File: config.mk
export PLATFORM = sky130hd
export DESIGN_NAME = pbc_phy_regs
export DESIGN_NICKNAME = d
export VERILOG_FILES = /design/src/inc/pbc_pkg.sv /design/src/hdl/pbc_mdio_slave.sv /design/src/hdl/pbc_phy_regs.sv
export SDC_FILE = /design/constraint.sdc
export NUM_CORES = 1
export LEC_CHECK = 0
export BUFFER_PORTS_ARGS = -buffer_cell sky130_fd_sc_hd__buf_2
export CELL_PAD_IN_SITES_DETAIL_PLACEMENT = 0
export CELL_PAD_IN_SITES_GLOBAL_PLACEMENT = 1
export CORE_UTILIZATION = 41
export CTS_CLUSTER_DIAMETER = 50
export DETAILED_ROUTE_END_ITERATION = 6
export GPL_ROUTABILITY_DRIVEN = 0
export PLACE_DENSITY_LB_ADDON = 0.15
export SYNTH_ARGS = -nofsm -noshare
export SYNTH_HDL_FRONTEND = slang
export SYNTH_SLANG_ARGS = --single-unit
export TNS_END_PERCENT = 50
File: constraint.sdc
create_clock -name ref_clk -period 2.22 [get_ports ref_clk]
set_input_delay 0.333 -clock ref_clk [delete_from_list [all_inputs] [get_ports ref_clk]]
set_output_delay 0.333 -clock ref_clk [all_outputs]
set_load 0.005 [all_outputs]
File: src/inc/pbc_pkg.sv
// Behaviour
// RULE1 - isolate bit detaches the mac-side port; management access keeps working
// RULE2 - writing one to restart bit begins auto-negotiation again
// RULE3 - restart write is ignored while auto-negotiation enable is zero
// RULE4 - restart bit reads one until negotiation starts, then clears itself
// RULE5 - writing zero to restart bit never disturbs a running negotiation
// RULE6 - manual duplex bit: one full, zero half; reset value from strap
// RULE7 - with collision test, col follows tx_en within 512 bit times
// RULE8 - with collision test, col drops within four bit times of tx_en
// RULE9 - speed msb resets to one and joins speed lsb as field
// RULE10 - control bits five to zero ignore writes and read zero
// RULE11 - status reports tx and te capabilities as one, t4 and t2 zero
// RULE12 - status extended status bit always reads one
// RULE13 - frames accepted without preamble after one 32-bit preamble; bit reads one
// RULE14 - negotiation complete bit shows finished process, resets to zero
// RULE15 - remote fault latches high, clears on status read or reset
// RULE16 - auto-negotiation ability bit always reads one
// RULE17 - link failure clears link bit and it stays zero
// RULE18 - link bit returns to one only with valid link and status read
// RULE19 - jabber in 10 mb/s latches high until status read or reset
// RULE20 - extended capability bit always reads one
// RULE21 - status bit seven reserved, reads zero, host writes zero
// RULE22 - enable set ignores manual speed and duplex, clear uses them
// RULE23 - speed field 00 is 10, 01 is 100, 10 is 1000, 11 reserved
// RULE24 - status read returns latched values first, then clears the latches
package pbc_pkg;
  // register addresses on the management bus
  localparam logic [4:0]  REG_CTRL      = 5'h00;
  localparam logic [4:0]  REG_STAT      = 5'h01;
  // control register fields
  localparam int          B_SPD_LSB     = 13;
  localparam int          B_AN_EN       = 12;
  localparam int          B_ISO         = 10;
  localparam int          B_RESTART     = 9;
  localparam int          B_DUPLEX      = 8;
  localparam int          B_COLT        = 7;
  localparam int          B_SPD_MSB     = 6;
  localparam int          CTRL_RSVD_HI  = 5;
  // status register fields
  localparam int          B_AN_DONE     = 5;
  localparam int          B_RFAULT      = 4;
  localparam int          B_LINK        = 2;
  localparam int          B_JAB         = 1;
  localparam int          B_STAT_RSVD   = 7;
  // fixed capabilities: 14..11, 8, 6, 3, 0 set
  localparam logic [15:0] STAT_CAPS     = 16'h7949;
  // speed codes
  localparam logic [1:0]  SPD_10        = 2'h0;
  localparam logic [1:0]  SPD_100       = 2'h1;
  localparam logic [1:0]  SPD_1000      = 2'h2;
  localparam logic [1:0]  SPD_RSVD      = 2'h3;
  localparam logic [1:0]  CTRL_SPD_RST  = SPD_1000;
  // management frame layout
  localparam logic [1:0]  OP_WR         = 2'h1;
  localparam logic [1:0]  OP_RD         = 2'h2;
  localparam int          PRE_BITS      = 32;
  localparam int          HDR_BITS      = 12;
  localparam int          DATA_BITS     = 16;
  // collision test release bound: 4 bit times at 100 mb/s
  localparam int          CLK_NS        = 4;
  localparam int          COL_OFF_NS    = 40;
  localparam int          COL_OFF_CYC   = COL_OFF_NS / CLK_NS;

  // resolved link settings toward the datapath
  typedef struct packed {
    logic [1:0] speed;
    logic       full_duplex;
    logic       isolate;
  } pbc_link_cfg_type;

  // one management write
  typedef struct packed {
    logic [4:0]  addr;
    logic [15:0] data;
  } pbc_mgmt_wr_type;
endpackage : pbc_pkg

File: src/hdl/pbc_mdio_slave.sv
`timescale 1ns/100ps
module pbc_mdio_slave import pbc_pkg::*; #(
  parameter logic [4:0] PHY_ADDR = 5'h00,
  parameter int         PRE_LEN  = PRE_BITS
) (
  // clock and reset
  input  wire logic        ref_clk,
  input  wire logic        sys_rst,
  // management pins
  input  wire logic        mdc,
  input  wire logic        mdio_in,
  output logic             mdio_out,
  output logic             mdio_oe,
  // register side
  output logic             rd_req,
  output logic [4:0]       rd_addr,
  input  wire logic [15:0] rd_data,
  output logic             wr_stb,
  output pbc_mgmt_wr_type  wr
);
  generate
    if (PRE_LEN < 1 || PRE_LEN > PRE_BITS) begin : g_chk
      $error("PRE_LEN out of range");
    end
  endgenerate

  typedef enum logic [5:0] {
    M_PRE  = 6'h01,
    M_IDLE = 6'h02,
    M_ST   = 6'h04,
    M_HDR  = 6'h08,
    M_TA   = 6'h10,
    M_DAT  = 6'h20
  } pbc_mstate_type;

  pbc_mstate_type st;
  logic [2:0]     mdc_s;
  logic [1:0]     dio_s;
  logic [4:0]     cnt;
  logic [11:0]    hdr;
  logic [15:0]    sh;
  logic           is_rd;
  logic           hit;
  logic           rise;
  logic           bit_in;
  logic [11:0]    nh;

  // pins are asynchronous to ref_clk, two flops before use
  always_ff @(posedge ref_clk) begin
    if (sys_rst) begin
      mdc_s <= 3'h0;
      dio_s <= 2'h0;
    end else begin
      mdc_s <= {mdc_s[1:0], mdc};
      dio_s <= {dio_s[0], mdio_in};
    end
  end

  assign rise   = mdc_s[1] & ~mdc_s[2];
  assign bit_in = dio_s[1];
  assign nh     = {hdr[10:0], bit_in};

  // frame engine, advanced on each mdc rising edge
  always_ff @(posedge ref_clk) begin
    if (sys_rst) begin
      st       <= M_PRE;
      cnt      <= 5'h00;
      hdr      <= 12'h000;
      sh       <= 16'h0000;
      is_rd    <= 1'b0;
      hit      <= 1'b0;
      mdio_out <= 1'b0;
      mdio_oe  <= 1'b0;
      rd_addr  <= 5'h00;
      rd_req   <= 1'b0;
      wr_stb   <= 1'b0;
      wr       <= '0;
    end else begin
      rd_req <= 1'b0;
      wr_stb <= 1'b0;
      if (rise) begin
        case (st)
          // full preamble only needed after reset or a bad frame
          M_PRE: begin
            if (!bit_in) begin
              cnt <= 5'h00;
            end else if (cnt == 5'(PRE_LEN - 1)) begin // [RULE13]
              st  <= M_IDLE;
              cnt <= 5'h00;
            end else begin
              cnt <= cnt + 5'h01;
            end
          end
          // preamble may be skipped from here on
          M_IDLE: if (!bit_in) st <= M_ST; // [RULE13]
          M_ST: begin
            cnt <= 5'h00;
            st  <= bit_in ? M_HDR : M_IDLE;
          end
          M_HDR: begin
            hdr <= nh;
            cnt <= cnt + 5'h01;
            if (cnt == 5'(HDR_BITS - 1)) begin
              cnt     <= 5'h00;
              rd_addr <= nh[4:0];
              is_rd   <= (nh[11:10] == OP_RD);
              hit     <= (nh[9:5] == PHY_ADDR);
              // unknown opcode: demand a preamble again
              if (nh[11:10] != OP_RD && nh[11:10] != OP_WR)
                st <= M_PRE; // [RULE13]
              else
                st <= M_TA;
            end
          end
          M_TA: begin
            cnt <= cnt + 5'h01;
            if (cnt == 5'h00) begin
              if (is_rd) begin
                mdio_oe  <= hit;
                mdio_out <= 1'b0;
                sh       <= rd_data;
                rd_req   <= hit; // [RULE24]
              end else if (!bit_in) begin
                st  <= M_PRE; // [RULE13]
                cnt <= 5'h00;
              end
            end else begin
              cnt <= 5'h00;
              if (is_rd) begin
                mdio_out <= sh[15];
                sh       <= {sh[14:0], 1'b0};
                st       <= M_DAT;
              end else begin
                st <= bit_in ? M_PRE : M_DAT; // [RULE13]
              end
            end
          end
          M_DAT: begin
            cnt <= cnt + 5'h01;
            if (is_rd) begin
              mdio_out <= sh[15];
              sh       <= {sh[14:0], 1'b0};
            end else begin
              sh <= {sh[14:0], bit_in};
            end
            if (cnt == 5'(DATA_BITS - 1)) begin
              st      <= M_IDLE;
              cnt     <= 5'h00;
              mdio_oe <= 1'b0;
              if (!is_rd && hit) begin
                wr_stb <= 1'b1;
                wr     <= {rd_addr, sh[14:0], bit_in};
              end
            end
          end
          default: st <= M_PRE;
        endcase
      end
    end
  end
endmodule : pbc_mdio_slave

File: src/hdl/pbc_phy_regs.sv
`timescale 1ns/100ps
module pbc_phy_regs import pbc_pkg::*; #(
  parameter logic [4:0] PHY_ADDR = 5'h00
) (
  // clock and reset
  input  wire logic        ref_clk,
  input  wire logic        sys_rst,
  // management pins
  input  wire logic        mdc,
  input  wire logic        mdio_in,
  output logic             mdio_out,
  output logic             mdio_oe,
  // configuration straps
  input  wire logic        strap_an_en,
  input  wire logic        strap_duplex,
  // mac side
  input  wire logic        tx_en,
  output logic             col,
  // auto-negotiation engine
  output logic             an_enable,
  output logic             an_restart,
  input  wire logic        an_started,
  input  wire logic        an_complete,
  input  wire logic [1:0]  an_speed,
  input  wire logic        an_full_duplex,
  // link datapath
  input  wire logic        link_ok,
  input  wire logic        rfault_evt,
  input  wire logic        jabber_evt,
  output pbc_link_cfg_type link_cfg
);
  logic            rd_req;
  logic [4:0]      rd_addr;
  logic [15:0]     rdata;
  logic            wr_stb;
  pbc_mgmt_wr_type wr;
  logic [2:0]      pin_a;
  logic [2:0]      pin_b;
  logic            strap_ld;
  logic [1:0]      spd;
  logic            an_en;
  logic            iso;
  logic            dup;
  logic            colt;
  logic            rst_pend;
  logic            an_done;
  logic            rf;
  logic            link_ll;
  logic            jab;
  logic            ctrl_wr;
  logic            st_rd;
  logic            restart_set;

  // speed decode shared by jabber gating and the checks
  function automatic logic spd_is_10(input logic [1:0] s);
    spd_is_10 = (s == SPD_10);
  endfunction : spd_is_10

  // serial management frames
  pbc_mdio_slave #(
    .PHY_ADDR (PHY_ADDR),
    .PRE_LEN  (PRE_BITS)
  ) u_mdio (
    .ref_clk  (ref_clk),
    .sys_rst  (sys_rst),
    .mdc      (mdc),
    .mdio_in  (mdio_in),
    .mdio_out (mdio_out),
    .mdio_oe  (mdio_oe),
    .rd_req   (rd_req),
    .rd_addr  (rd_addr),
    .rd_data  (rdata),
    .wr_stb   (wr_stb),
    .wr       (wr)
  );

  assign ctrl_wr = wr_stb && (wr.addr == REG_CTRL);
  assign st_rd   = rd_req && (rd_addr == REG_STAT);
  // a restart request needs the enable in the same write
  assign restart_set = ctrl_wr && wr.data[B_RESTART]
                       && wr.data[B_AN_EN]; // [RULE3]

  // pin inputs; no reset so straps are valid at release
  always_ff @(posedge ref_clk) begin
    pin_a <= {tx_en, strap_duplex, strap_an_en};
    pin_b <= pin_a;
  end

  // strap load happens one cycle after reset release
  always_ff @(posedge ref_clk) begin
    if (sys_rst)
      strap_ld <= 1'b1;
    else
      strap_ld <= 1'b0;
  end

  // control register storage
  always_ff @(posedge ref_clk) begin
    if (sys_rst) begin
      spd   <= CTRL_SPD_RST; // [RULE9]
      an_en <= 1'b0;
      dup   <= 1'b0;
      iso   <= 1'b0;
      colt  <= 1'b0;
    end else if (ctrl_wr) begin
      // bits 5..0 are simply never stored
      spd   <= {wr.data[B_SPD_MSB], wr.data[B_SPD_LSB]}; // [RULE9] [RULE10]
      an_en <= wr.data[B_AN_EN];
      iso   <= wr.data[B_ISO];
      dup   <= wr.data[B_DUPLEX];
      colt  <= wr.data[B_COLT];
    end else if (strap_ld) begin
      an_en <= pin_b[0];
      dup   <= pin_b[1]; // [RULE6]
    end
  end

  // restart request: only hardware clears it, writes of zero do nothing
  always_ff @(posedge ref_clk) begin
    if (sys_rst)
      rst_pend <= 1'b0;
    else if (restart_set)
      rst_pend <= 1'b1; // [RULE2]
    else if (an_started)
      rst_pend <= 1'b0; // [RULE4] [RULE5]
  end

  assign an_enable  = an_en;
  assign an_restart = rst_pend; // [RULE2]

  // resolved speed and duplex; reserved code keeps last speed
  always_ff @(posedge ref_clk) begin
    if (sys_rst) begin
      link_cfg <= '0;
    end else begin
      link_cfg.isolate <= iso; // [RULE1]
      if (an_en) begin
        link_cfg.speed       <= an_speed; // [RULE22]
        link_cfg.full_duplex <= an_full_duplex;
      end else begin
        if (spd != SPD_RSVD)
          link_cfg.speed <= spd; // [RULE23]
        link_cfg.full_duplex <= dup; // [RULE6] [RULE22]
      end
    end
  end

  // collision test loops tx_en to col; isolation forces it low
  always_ff @(posedge ref_clk) begin
    if (sys_rst)
      col <= 1'b0;
    else
      col <= colt && pin_b[2] && !iso; // [RULE7] [RULE8] [RULE1]
  end

  // negotiation progress mirrors the engine
  always_ff @(posedge ref_clk) begin
    if (sys_rst)
      an_done <= 1'b0;
    else
      an_done <= an_complete; // [RULE14]
  end

  // latched-high remote fault; a new event beats the read clear
  always_ff @(posedge ref_clk) begin
    if (sys_rst)
      rf <= 1'b0;
    else if (rfault_evt)
      rf <= 1'b1; // [RULE15]
    else if (st_rd)
      rf <= 1'b0; // [RULE24]
  end

  // latched-high jabber, only meaningful at 10 mb/s
  always_ff @(posedge ref_clk) begin
    if (sys_rst)
      jab <= 1'b0;
    else if (jabber_evt && spd_is_10(link_cfg.speed))
      jab <= 1'b1; // [RULE19]
    else if (st_rd)
      jab <= 1'b0; // [RULE24]
  end

  // latched-low link: drops at once, rises only on a status read
  always_ff @(posedge ref_clk) begin
    if (sys_rst)
      link_ll <= 1'b0;
    else if (!link_ok)
      link_ll <= 1'b0; // [RULE17]
    else if (st_rd)
      link_ll <= 1'b1; // [RULE18] [RULE24]
  end

  // read data; sampled by the frame engine before latches clear
  always_comb begin
    rdata = 16'h0000;
    case (rd_addr)
      REG_CTRL: begin
        rdata[B_SPD_LSB] = spd[0];
        rdata[B_AN_EN]   = an_en;
        rdata[B_ISO]     = iso;
        rdata[B_RESTART] = rst_pend; // [RULE4]
        rdata[B_DUPLEX]  = dup;
        rdata[B_COLT]    = colt;
        rdata[B_SPD_MSB] = spd[1];
      end
      REG_STAT: begin
        rdata            = STAT_CAPS; // [RULE11] [RULE12] [RULE16] [RULE20]
        rdata[B_AN_DONE] = an_done;
        rdata[B_RFAULT]  = rf;
        rdata[B_LINK]    = link_ll;
        rdata[B_JAB]     = jab; // [RULE13] [RULE21]
      end
      default: rdata = 16'h0000;
    endcase
  end

  // judge the read path, not just the internal copy
  function automatic logic rdata_done_ok(input logic [15:0] d);
    rdata_done_ok = d[B_AN_DONE];
  endfunction : rdata_done_ok
endmodule : pbc_phy_regs

==> qor.csv <==
stage,metric,value,unit
global_route,largest net degree at the start of global routing,32,
critical_path,CP max stage delay,0.47,ns
critical_path,CP Capture Type,register,
global_route,vias in the first global route,3029,
critical_path,maximum fanout along the worst path,4,
yosys,Mapped Cells,440,
timing,hold slack final,0.0742,ns
yosys,"flops & latches, synth",89,
critical_path,CP Class,register to register,
route,routed via count divided by cell count,5.42,
critical_path,slowest stage cell on the critical path,sky130_fd_sc_hd__or4_1,
yosys,Mapped Area,3860,um2
route,number of violations reported at the end of detailed-routing iteration 0,121,
layout,final net count,489,
critical_path,type of element launching the critical path,register,
yosys,total nets after synthesis,461,
yosys,dominant register cell in the synthesized netlist,sky130_fd_sc_hd__dfxtp_1,
global_route,GRT Overall Usage,19.3,%
floorplanning,Die Outline Area,9810,um2
timing,Fmax achieved,0.452,GHz
placed_design,total half-perimeter wirelength after legalization and detailed placement,6080,um
route,detailed-route DRC error count,0,
layout,fraction of layout cells with a size suffix above 1,19.2,%
yosys,proportion of synthesized flip-flops having asynchronous set or reset,0,%
pwr,static leakage,0.00164,uW
yosys,portion of the post-synthesis area used by sequential elements,46.1,%
timing,worst-margin pin slew,0.514,ns
timing,final critical path time including I/O delays and setup,2.21,ns
clocking,clock sinks,89,
clocking,CTS Hold Buffers Added,0,
route,per-cell routed wire length,15.0,um
placed_design,instance area after placement,4210,um2
floorplanning,core area,9200,um2
timing,unrepaired setup endpoints after global routing,true,
placed_design,DP Worst Slack,-0.0577,ns
layout,most used cells in the layout excluding fill and tap cells,"sky130_fd_sc_hd__dfxtp_1, sky130_fd_sc_hd__nor2_1, sky130_fd_sc_hd__nand2_1, sky130_fd_sc_hd__a21oi_1, sky130_fd_sc_hd__buf_4",
global_route,global-route wire length before repair,15100,um
route,final wirelength,8770,um
route,First-pass DRT Iterations,6,
timing,final setup violation count,0,
yosys,Syn. warnings,0,
yosys,Yosys top cell by area,sky130_fd_sc_hd__dfxtp_1,
yosys,fraction of synthesized cell area taken by the top area cell type,46.1,%
layout,Final Instance Area,4440,um2
clocking,number of H-tree levels,3,
clocking,Root Buffer Master,sky130_fd_sc_hd__clkbuf_8,
job,reported max-cap violation count,0,
floorplanning,die width,99.1,um
route,count of vias placed by the detailed router,3163,
critical_path,arrival time at the worst endpoint,2.50,ns
floorplanning,starting utilization of the core area,42.0,%
clocking,deepest clock path buffer count,2,
yosys,cells taking the most area after synthesis,"sky130_fd_sc_hd__dfxtp_1, sky130_fd_sc_hd__nor2_1, sky130_fd_sc_hd__mux2i_1",
yosys,Avg Inst Size Synth,8.78,um2
min_path,class of the tightest hold or removal check,input port to register,
placed_design,number of port buffers,23,
clocking,Worst-path clk slew,0.09,ns
pwr,areal power density over the cells,616,nW/um2
critical_path,"Critical Path, Cell by Cell","ha_4, and3_4, ha_4, nand2_2, and4_1, or4_4, or4_1, a21oi_1",
clocking,clock tree from TritonCTS,yes,
critical_path,Critical Path Most Common Cell,sky130_fd_sc_hd__ha_4,
pwr,Worst IR Drop VDD,0.347,mV
global_route,number of antenna violations at the first check in global routing,0,
timing,worst-case clock skew,0.0154,ns
clocking,clock buffers created by TritonCTS,9,
pwr,Final Total Pwr,2730,uW
clocking,Skew-Pair Late Insertion Delay,0.36,ns
run_status,run status,"complete, no violations",
layout,antenna fix cells,0,
timing,Setup Total Neg Slack,0,ns
floorplanning,Site Rows,35,
timing,max_slew headroom,65.6,%
timing,least setup slack across all paths after layout,0.00817,ns
route,number of nets with antenna violations after detailed routing,0,
critical_path,cell type group with the largest total delay on the critical path,simple AND/OR/NAND/NOR gates,
layout,growth of design area from synthesis to finish,14.9,%
timing,count of final max-slew check failures,0,
global_route,"Remaining Overflow, GRT",0,
timing,share of the cycle needed by the critical path after routing,99.6,%
critical_path,Buffers & Inverters on Critical Path,0,
floorplanning,y dimension of the die,99.1,um
yosys,number of distinct library cells after synthesis,61,
critical_path,required time of the worst setup path,2.50,ns
timing,Final Hold Viols,0,
floorplanning,I/O pin cnt,24,
layout,most common library cell in the layout ignoring fill and taps,sky130_fd_sc_hd__dfxtp_1,
yosys,number of enable flip-flop cells after synthesis,0,
[Yosys cell counts, types with 4 or more instances]
cell type,count
sky130_fd_sc_hd__a211oi_1,12
sky130_fd_sc_hd__a21oi_1,35
sky130_fd_sc_hd__a22oi_1,6
sky130_fd_sc_hd__a311oi_1,7
sky130_fd_sc_hd__buf_1,4
sky130_fd_sc_hd__buf_2,9
sky130_fd_sc_hd__clkbuf_1,18
sky130_fd_sc_hd__dfxtp_1,89
sky130_fd_sc_hd__ha_1,6
sky130_fd_sc_hd__inv_1,9
sky130_fd_sc_hd__mux2i_1,20
sky130_fd_sc_hd__nand2_1,44
sky130_fd_sc_hd__nand2b_1,6
sky130_fd_sc_hd__nand3_1,20
sky130_fd_sc_hd__nand3b_1,5
sky130_fd_sc_hd__nand4b_1,4
sky130_fd_sc_hd__nor2_1,55
sky130_fd_sc_hd__nor2b_1,15
sky130_fd_sc_hd__nor3_1,5
sky130_fd_sc_hd__nor4_1,4
sky130_fd_sc_hd__o211ai_1,5
sky130_fd_sc_hd__o21ai_0,9
sky130_fd_sc_hd__or4_1,4
[routing by layer]
layer / track usage [%] / routed length [um] / up-vias
li1: - / - / 1618
met1: 25.5 / 4310 / 1497
met2: 31.8 / 4120 / 38
met3: 3.83 / 231 / 10
met4: 6.33 / 99 / 0
met5: 0 / 0 / -
[stage by stage]
stage / instances / utilization, %
3_3_place_gp: 568 / 45.7
2_1_floorplan: 440 / -
5_1_grt: 584 / 48.3
6_report: 584 / 48.3
3_5_place_dp: 568 / 45.7
4_1_cts: 584 / 47.9
[cell type report]
class / instances / area [um2]
clock buffer: 10 / 128
clock inverter: 6 / 50.0
fill: 925 / 4760
inverter: 9 / 33.8
multi-input combinational: 309 / 1960
sequential: 89 / 1790
tap: 111 / 139
timing repair buffer: 50 / 343
[cell families (layout without fill, tap and decap cells)]
logic type                 after synthesis  in the layout  synth area share (%)
AOI/OAI and AO/OA                       95             95                  16.1
xor gates and xnor gates                 1              1                 0.227
adders and majority gates                6              6                  1.94
buffers and inverters                   42             75                  4.66
DFF                                     89             89                  46.1
muxes                                   20             20                  5.18
and+or+nand+nor                        187            187                  25.8
[timing repair]
item / CTS / global route
gates resized for setup: 4 / 10
setup buffers: 0 / 0
endpoints found under the setup margin: 3 / 19
pin swaps: 1 / 0
[state kept, by name, summed over array words and instances (netlist names), 2 cells and up]
| register | flops |
|---|---|
| pin_a | 3 |
| u_mdio.sh | 16 |
| spd | 2 |
| u_mdio.st | 6 |
| link_cfg | 4 |
| u_mdio.rd_addr | 5 |
| u_mdio.mdc_s | 3 |
| u_mdio.wr | 12 |
| u_mdio.dio_s | 2 |
| u_mdio.cnt | 5 |
| pin_b | 3 |
| u_mdio.hdr | 11 |
[worst paths after layout]
check / from / end / depth (start not counted) / slack (ns)
hold reg to reg: pin_a[1] / pin_b[1] / 0 / 0.33
hold / removal: strap_duplex / pin_a[1] / 1 / 0.07
setup / recovery: u_mdio.cnt[1] / u_mdio.st[4] / 8 / 0.008
setup reg to reg: u_mdio.cnt[1] / u_mdio.st[4] / 8 / 0.008
[where the power goes]
part | switching (uW) | total, uW | internal (uW)
clock network | 599 | 1020 | 419
registers | 10.4 | 1620 | 1610
logic | 52.3 | 90.4 | 38.0
total | 662 | 2730 | 2070
No activity file was read; power rests on OpenSTA's default activity.
